==> src/cfg_regs_pkg.sv <==
// Package: register map, field positions and carrier structs for the configuration bank
`default_nettype none
package cfg_regs_pkg;

  // Register indices; byte address is four times the index
  localparam logic [7:0] idx_pattern_b_split_word = 8'h1a;
  localparam logic [7:0] idx_pattern_b_alt_upper = 8'h1b;
  localparam logic [7:0] idx_appended_tag_bits = 8'h1c;
  localparam logic [7:0] idx_calib_and_init_key = 8'h33;
  localparam logic [7:0] idx_calib_enable_extra = 8'h34;
  localparam logic [7:0] idx_bandwidth_and_powerdown = 8'hc0;
  localparam logic [7:0] idx_reference_and_output_format = 8'hc1;
  // Second converter pattern enable and selected-pattern bits (own register)
  localparam logic [7:0] idx_pattern_control = 8'hd0;

  localparam int reg_width = 16;
  localparam logic [15:0] reg_reset = 16'h0000;

  // Field positions
  localparam int pos_alt_low = 8;
  localparam int pos_pri_high = 0;
  localparam int pos_tag_b = 8;
  localparam int pos_tag_a = 0;
  localparam int pos_gcal_b = 13;
  localparam int pos_gcal_a = 6;
  localparam int pos_init_key = 4;
  localparam int pos_gcal_c = 4;
  localparam int pos_bw = 2;
  localparam int pos_pd = 0;
  localparam int pos_ref_dis = 11;
  localparam int pos_lanes = 9;
  localparam int pos_rate = 8;
  localparam int pos_pat_en = 0;
  localparam int pos_pat_sel = 1;

  localparam logic [1:0] init_key_open = 2'h3;
  localparam logic [1:0] pd_none = 2'h0;
  localparam logic [1:0] pd_low_group = 2'h1;
  localparam logic [1:0] pd_high_group = 2'h2;
  localparam logic [1:0] pd_all = 2'h3;

  // Decoded configuration handed to the rest of the device
  typedef struct packed {
    logic [23:0] second_conv_primary_pattern;
    logic [23:0] second_conv_alt_pattern;
    logic [7:0] tag_low_group;
    logic [7:0] tag_high_group;
    logic gain_calib_enable_a;
    logic gain_calib_enable_b;
    logic gain_calib_enable_c;
    logic init_access;
    logic [7:0] channel_bandwidth_select;
    logic [7:0] channel_powered_down;
    logic internal_reference_disable;
    logic single_lane;
    logic single_data_rate;
  } cfg_s;

endpackage : cfg_regs_pkg
`default_nettype wire

==> src/pattern_mux.sv <==
// Small module: replaces one converter's result word with a test pattern when enabled
`default_nettype none
module pattern_mux #(
  parameter int data_width = 24
) (
  // Clock and reset
  input wire logic clk,
  input wire logic srst,
  // Selection
  input wire logic enable,
  input wire logic sel_alt,
  input wire logic [data_width-1:0] primary,
  input wire logic [data_width-1:0] alternate,
  // Data path
  input wire logic [data_width-1:0] result_in,
  output logic [data_width-1:0] result_out
);

  typedef struct packed {
    logic [data_width-1:0] out;
  } mux_state_s;

  mux_state_s state_reg;
  mux_state_s state_next;

  always_comb begin
    state_next = state_reg;
    if (!enable) begin
      state_next.out = result_in;
    end else if (sel_alt) begin
      state_next.out = alternate;
    end else begin
      state_next.out = primary;
    end
  end

  always_ff @(posedge clk) begin
    if (srst) begin
      state_reg <= '0;
    end else begin
      state_reg <= state_next;
    end
  end

  assign result_out = state_reg.out;

endmodule : pattern_mux
`default_nettype wire

==> src/adc_pattern_calib_config_regs.sv <==
// Configuration register bank on a classic Wishbone slave, with test-pattern substitution
`default_nettype none

//////////////////////////////////////////////////////////////////////////////
// Contract
// - Offset 1Ah bits 15-8 hold the low byte of the alternate pattern.
// - Offset 1Ah bits 7-0 hold bits 23-16 of the primary pattern.
// - Offset 1Bh holds bits 23-8 of the alternate pattern.
// - Offset 1Ch holds user tags: high byte channels 5-8, low byte 1-4.
// - Three global gain calibration enables: 33h bits 13, 6 and 34h bit 4.
// - Init key 11b at 33h bits 5-4 opens initialization; host restores 00b.
// - Offset C0h bits 9-2 select per-channel bandwidth, MSB channel eight.
// - Offset C0h bits 1-0 power down channel groups 1-4, 5-8 or all.
// - All registers sixteen bits, read/write, zero after reset; D0h also stores primary pattern bits 15-0 in its bits 31-16.
// - Pattern enable replaces channel 5-8 results with the selected pattern.
// - Lane bit: 0 two lanes per converter, 1 one lane.
// - Rate bit: 0 double data rate, 1 single data rate.
module adc_pattern_calib_config_regs #(
  parameter int result_width = 24
) (
  // Clock and reset
  input wire logic clk,
  input wire logic srst,
  // Wishbone slave
  input wire logic wb_cyc_i,
  input wire logic wb_stb_i,
  input wire logic wb_we_i,
  input wire logic [31:0] wb_adr_i,
  input wire logic [3:0] wb_sel_i,
  input wire logic [31:0] wb_dat_i,
  output logic [31:0] wb_dat_o,
  output logic wb_ack_o,
  output logic wb_err_o,
  // Second converter data path
  input wire logic [result_width-1:0] second_conv_result,
  output logic [result_width-1:0] second_conv_data_out,
  // Decoded configuration
  output cfg_regs_pkg::cfg_s cfg
);

  //////////////////////////////////////////////////////////////////////////////
  // State

  typedef struct packed {
    logic [15:0] split_word;
    logic [15:0] alt_upper;
    logic [15:0] tag_bits;
    logic [15:0] calib_key;
    logic [15:0] calib_extra;
    logic [15:0] bw_pd;
    logic [15:0] ref_fmt;
    logic [15:0] pat_ctrl;
    logic [15:0] primary_low;
    logic [31:0] rdata;
    logic ack;
    logic err;
  } bank_state_s;

  bank_state_s state_reg;
  bank_state_s state_next;

  logic [7:0] index;
  logic word_aligned;
  logic hit;
  logic [15:0] read_word;

  // Registers take one aligned word; index is the register offset
  assign index = wb_adr_i[9:2];
  assign word_aligned = (wb_adr_i[1:0] == 2'h0) && (wb_adr_i[31:10] == 22'h000000);

  // Merge a write into the low sixteen bits honouring byte lanes
  function automatic logic [15:0] lane_merge(
    input logic [15:0] old_value,
    input logic [31:0] wdata,
    input logic [3:0] sel
  );
    logic [15:0] merged;
    merged = old_value;
    if (sel[0]) begin
      merged[7:0] = wdata[7:0];
    end
    if (sel[1]) begin
      merged[15:8] = wdata[15:8];
    end
    return merged;
  endfunction : lane_merge

  //////////////////////////////////////////////////////////////////////////////
  // Read decode

  always_comb begin
    hit = 1'b1;
    read_word = 16'h0000;
    unique case (index)
      cfg_regs_pkg::idx_pattern_b_split_word: read_word = state_reg.split_word;
      cfg_regs_pkg::idx_pattern_b_alt_upper: read_word = state_reg.alt_upper;
      cfg_regs_pkg::idx_appended_tag_bits: read_word = state_reg.tag_bits;
      cfg_regs_pkg::idx_calib_and_init_key: read_word = state_reg.calib_key;
      cfg_regs_pkg::idx_calib_enable_extra: read_word = state_reg.calib_extra;
      cfg_regs_pkg::idx_bandwidth_and_powerdown: read_word = state_reg.bw_pd;
      cfg_regs_pkg::idx_reference_and_output_format: read_word = state_reg.ref_fmt;
      cfg_regs_pkg::idx_pattern_control: read_word = state_reg.pat_ctrl;
      default: hit = 1'b0;
    endcase
    if (!word_aligned) begin
      hit = 1'b0;
    end
  end

  //////////////////////////////////////////////////////////////////////////////
  // Next state

  always_comb begin
    logic req;
    req = 1'b0;
    state_next = state_reg;
    req = wb_cyc_i && wb_stb_i && !state_reg.ack && !state_reg.err;
    // Answer lasts one cycle; no request is taken while it is out, so the master can drop stb between accesses
    state_next.ack = req && hit;
    state_next.err = req && !hit;
    if (req && hit && !wb_we_i) begin
      state_next.rdata = {16'h0000, read_word};
    end
    if (req && hit && wb_we_i) begin
      // Reserved bits are stored as written; the host keeps them zero
      unique case (index)
        cfg_regs_pkg::idx_pattern_b_split_word:
          state_next.split_word = lane_merge(state_reg.split_word, wb_dat_i, wb_sel_i);
        cfg_regs_pkg::idx_pattern_b_alt_upper:
          state_next.alt_upper = lane_merge(state_reg.alt_upper, wb_dat_i, wb_sel_i);
        cfg_regs_pkg::idx_appended_tag_bits:
          state_next.tag_bits = lane_merge(state_reg.tag_bits, wb_dat_i, wb_sel_i);
        cfg_regs_pkg::idx_calib_and_init_key:
          state_next.calib_key = lane_merge(state_reg.calib_key, wb_dat_i, wb_sel_i);
        cfg_regs_pkg::idx_calib_enable_extra:
          state_next.calib_extra = lane_merge(state_reg.calib_extra, wb_dat_i, wb_sel_i);
        cfg_regs_pkg::idx_bandwidth_and_powerdown:
          state_next.bw_pd = lane_merge(state_reg.bw_pd, wb_dat_i, wb_sel_i);
        cfg_regs_pkg::idx_reference_and_output_format:
          state_next.ref_fmt = lane_merge(state_reg.ref_fmt, wb_dat_i, wb_sel_i);
        cfg_regs_pkg::idx_pattern_control: begin
          state_next.pat_ctrl = lane_merge(state_reg.pat_ctrl, wb_dat_i, wb_sel_i);
          // Low sixteen primary bits live beside the enable so the pattern is complete
          if (wb_sel_i[2]) begin
            state_next.primary_low[7:0] = wb_dat_i[23:16];
          end
          if (wb_sel_i[3]) begin
            state_next.primary_low[15:8] = wb_dat_i[31:24];
          end
        end
        default: state_next = state_next;
      endcase
    end
    if (req && hit && !wb_we_i && index == cfg_regs_pkg::idx_pattern_control) begin
      state_next.rdata = {state_reg.primary_low, read_word};
    end
  end

  always_ff @(posedge clk) begin
    if (srst) begin
      state_reg <= '0;
    end else begin
      state_reg <= state_next;
    end
  end

  assign wb_ack_o = state_reg.ack;
  assign wb_err_o = state_reg.err;
  assign wb_dat_o = state_reg.rdata;

  //////////////////////////////////////////////////////////////////////////////
  // Decoded outputs

  logic [23:0] primary_pattern;
  logic [23:0] alt_pattern;
  logic [1:0] pd_code;

  assign primary_pattern = {state_reg.split_word[cfg_regs_pkg::pos_pri_high +: 8],
                            state_reg.primary_low};
  assign alt_pattern = {state_reg.alt_upper,
                        state_reg.split_word[cfg_regs_pkg::pos_alt_low +: 8]};
  assign pd_code = state_reg.bw_pd[cfg_regs_pkg::pos_pd +: 2];

  always_comb begin
    cfg = '0;
    cfg.second_conv_primary_pattern = primary_pattern;
    cfg.second_conv_alt_pattern = alt_pattern;
    cfg.tag_low_group = state_reg.tag_bits[cfg_regs_pkg::pos_tag_a +: 8];
    cfg.tag_high_group = state_reg.tag_bits[cfg_regs_pkg::pos_tag_b +: 8];
    // Kept separate: how the three enables combine is not defined
    cfg.gain_calib_enable_a = state_reg.calib_key[cfg_regs_pkg::pos_gcal_a];
    cfg.gain_calib_enable_b = state_reg.calib_key[cfg_regs_pkg::pos_gcal_b];
    cfg.gain_calib_enable_c = state_reg.calib_extra[cfg_regs_pkg::pos_gcal_c];
    cfg.init_access = state_reg.calib_key[cfg_regs_pkg::pos_init_key +: 2]
                      == cfg_regs_pkg::init_key_open;
    cfg.channel_bandwidth_select = state_reg.bw_pd[cfg_regs_pkg::pos_bw +: 8];
    unique case (pd_code)
      cfg_regs_pkg::pd_none: cfg.channel_powered_down = 8'h00;
      cfg_regs_pkg::pd_low_group: cfg.channel_powered_down = 8'h0f;
      cfg_regs_pkg::pd_high_group: cfg.channel_powered_down = 8'hf0;
      cfg_regs_pkg::pd_all: cfg.channel_powered_down = 8'hff;
    endcase
    cfg.internal_reference_disable = state_reg.ref_fmt[cfg_regs_pkg::pos_ref_dis];
    cfg.single_lane = state_reg.ref_fmt[cfg_regs_pkg::pos_lanes];
    cfg.single_data_rate = state_reg.ref_fmt[cfg_regs_pkg::pos_rate];
  end

  //////////////////////////////////////////////////////////////////////////////
  // Test pattern substitution for channels five to eight

  logic [result_width-1:0] pri_sized;
  logic [result_width-1:0] alt_sized;

  assign pri_sized = result_width'(primary_pattern);
  assign alt_sized = result_width'(alt_pattern);

  pattern_mux #(
    .data_width(result_width)
  ) u_second_mux (
    .clk(clk),
    .srst(srst),
    .enable(state_reg.pat_ctrl[cfg_regs_pkg::pos_pat_en]),
    .sel_alt(state_reg.pat_ctrl[cfg_regs_pkg::pos_pat_sel]),
    .primary(pri_sized),
    .alternate(alt_sized),
    .result_in(second_conv_result),
    .result_out(second_conv_data_out)
  );

endmodule : adc_pattern_calib_config_regs
`default_nettype wire

==> config.mk <==
export PLATFORM = sky130hd
export DESIGN_NAME = adc_pattern_calib_config_regs
export DESIGN_NICKNAME = d
export VERILOG_FILES = /design/src/cfg_regs_pkg.sv /design/src/pattern_mux.sv /design/src/adc_pattern_calib_config_regs.sv
export SDC_FILE = /design/constraint.sdc
export NUM_CORES = 1
export LEC_CHECK = 0
export BUFFER_PORTS_ARGS = -buffer_cell sky130_fd_sc_hd__clkbuf_2
export CORE_AREA = 4 4 203 205
export DETAILED_ROUTE_END_ITERATION = 10
export DIE_AREA = 0 0 207 209
export PLACE_DENSITY = 0.55
export SLEW_MARGIN = 20
export SYNTH_ARGS = -nofsm -noshare
export SYNTH_HDL_FRONTEND = slang
export SYNTH_HIERARCHICAL = 1
export SYNTH_SLANG_ARGS = --single-unit
export TNS_END_PERCENT = 1
==> constraint.sdc <==
create_clock -name clk -period 3.7 [get_ports clk]
set_clock_uncertainty 0.2 [all_clocks]
set_input_delay 0.555 -clock clk [delete_from_list [all_inputs] [get_ports clk]]
set_output_delay 0.555 -clock clk [all_outputs]
set_load 0.01 [all_outputs]
==> metrics.txt <==
status finished, final reports clean; Worst Max-Slew Pin Slew ~1100 ps; DR DRC count 0; Root Buffer clkbuf_16; initial antenna violation count 8; Post-Place Worst Slack just under 800 ps; CP Data Required Time between 3000 and 4000 ps; Initial Util 0.247; io pins ~240; Avg Inst Size Synth between 8 and 9 um2; cell count after synthesis about 1200; Synth area leaders dfxtp_1 42%, nand2_1 11%, buf_4 9.5%; vias in the first global route 8265; Setup crit start kind primary input; # port buffers about 240; Post-CTS Setup Inserts 0; drt first pass iters 5; Die Wd approximately 210 um; GR Overflow Total 0; switching power 1.11 mW; wire length of the first global-routing pass ~53000 um; crit-path cells clkbuf_2, nor3b_4, and3_1, nor2_2, a211oi_4, buf_4, and4_1, nor3_1; final WL between 30000 and 40000 um; Switching Share 0.236; #FFs+latches synth 202; share of total power in the clock network 0.486; Setup violations, final 0; CP Buf/Inv Count 2; fin. max-slew vios 0; Synth area leader dfxtp_1; Hold Crit Class in2reg; vias around 8700; critical path class in2reg; initial drt markers a little over 700; final setup TNS 0 ps; final hold violation count 0; post-DP HPWL between 20000 and 30000 um; clk slew on worst S/H paths approximately 60 ps; crit-path max cell delay between 400 and 500 ps; Logic pwr share 0.049; Synth Net Count around 1300; Die H 209 um; Final ANT Viol Nets 0; period utilisation layout 0.641; total core area 39500 um2; die footprint approximately 43000 um2; RSZ-0062 raised after global routing false; number of synthesized flops with an enable pin 0; max reg flops slightly below 80; CTS tree done; Static Leak approximately 4.2 nW; Resized Gates After CTS 0; Clk Latency, worst-skew pair 520 ps; final weighted congestion in routability-driven placement 0.845; Power Density between 400 and 500 nW/um2; All-Layer GR Usage 0.157; Synth top area share 0.416; CTS Buffer Depth 3; TritonCTS Buffers 23; Post-Syn Area 9730 um2; Final nets 1370; critical path peak fanout 19; VDD IR-drop max between 200 and 300 uV; cell-internal power ~3.6 mW; Routed wire per std cell 19.8 um; Yosys warning total 6; asr flop ratio synth 0; top_reg_cell synth dfxtp_1; layout cell share with drive strength beyond 1 0.271; CP max stage cell a211oi_4; CTS H-Tree Depth 1; largest net degree at the start of global routing 79; post-route minimum period approximately 2400 ps; hold buffers post-CTS 0; area grow syn2layout 14.6%; DR vias/cell approximately 4.8; Seq pwr share 0.465; crit-path leading delay family simple AND/OR/NAND/NOR gates; fmax 0.422 GHz; Core Rows between 70 and 80; max-cap check violation count 0; Final Worst Setup Slack 1330 ps; Seq/Total Area, Yosys 0.416; Yosys cell types 53; Slew HR 0.249; worst path arrival time ~2600 ps; clk sinks 202; CP endpoint kind flip-flop
==> tightest hold or removal path, stage by stage <==
cell      delay [ps]
clkbuf_2          90
nand2_2           50
a21oi_2           40
==> layer usage <==
metal,GRT usage,routed length (um),vias to the layer above
met5,0,63,-
met3,0.0468,3010,57
li1,-,-,4121
met4,0.0376,794,10
met1,0.202,15400,4134
met2,0.258,16600,348
==> final cells by class <==
class	instances	area, um2
multi-input cells	786	4330
clock inverters	11	118
flip-flops and latches	202	4050
fillers	4310	28300
repair buffers	260	1370
clock buffers	29	628
well taps	525	657
diodes	3	7.51
==> kinds of logic after synthesis <==
| family | count (synthesis) | share of synthesized area |
|---|---|---|
| mux | 48 | 0.0503 |
| flops | 202 | 0.416 |
| simple gates | 484 | 0.230 |
| buf+inv | 210 | 0.139 |
| compound gates | 254 | 0.164 |
==> final timing paths <==
kind         slack (ps)    startpoint             end  depth (start not counted)
min reg2reg         250  wb_dat_o[24]    wb_dat_o[24]                          2
max                1330   wb_adr_i[6]    wb_dat_o[15]                          8
min                  60  wb_dat_i[16]         cfg[63]                          3
max reg2reg        1350      wb_ack_o  state_reg[112]                          6
==> power groups by stage <==
stage	registers [mW]	logic [mW]	clock network, mW
floorplan	2.25	0.101	0
global placement	2.24	0.230	0
detailed placement	2.24	0.231	0
CTS	2.19	0.232	2.35
global route	2.19	0.247	2.42
finish	2.19	0.232	2.29
==> per-stage QoR <==
stage	utilization	instance area, um2	instances	power [mW]	hold slack (ps)
floorplan	-	9730	1198	2.35	228
global placement	0.263	10400	1773	2.47	237
detailed placement	0.263	10400	1773	2.47	243
CTS	0.282	11100	1813	4.77	44.7
global route	0.283	11100	1816	4.86	55.5
finish	0.283	11100	1816	4.72	62.9
==> cells in the final DEF, fill, tap and decap left out, drive strengths merged, types with 2 or more instances in the layout <==
master | synthesis | routed
mux2i | 41 | 41
and3 | 13 | 13
nand3 | 23 | 23
nor4 | 8 | 8
nor3b | 3 | 3
a22o | 4 | 4
nor3 | 23 | 23
and4 | 7 | 7
clkinvlp | 0 | 2
bufinv | 0 | 2
a22oi | 36 | 36
and2 | 14 | 14
clkinv | 0 | 5
a2111oi | 3 | 3
mux2 | 7 | 7
nor2 | 65 | 65
o21ai | 18 | 18
o2bb2ai | 2 | 2
dfxtp | 202 | 202
nand4 | 7 | 7
buf | 154 | 20
inv | 0 | 2
a211oi | 28 | 28
a21oi | 154 | 154
nand2 | 304 | 304
nand3b | 3 | 3
a222oi | 6 | 6
diode | 0 | 3
clkbuf | 56 | 269
nor2b | 5 | 5
or2 | 2 | 2
==> cell usage after synthesis, drive strengths merged (2+ instances only) <==
cell / count
a2111oi: 3
a211oi: 28
a21oi: 154
a222oi: 6
a22o: 4
a22oi: 36
and2: 14
and3: 13
and4: 7
buf: 154
clkbuf: 56
dfxtp: 202
mux2: 7
mux2i: 41
nand2: 304
nand3: 23
nand3b: 3
nand4: 7
nor2: 65
nor2b: 5
nor3: 23
nor3b: 3
nor4: 8
o21ai: 18
o2bb2ai: 2
or2: 2
Power figures use the tool's default switching activity.
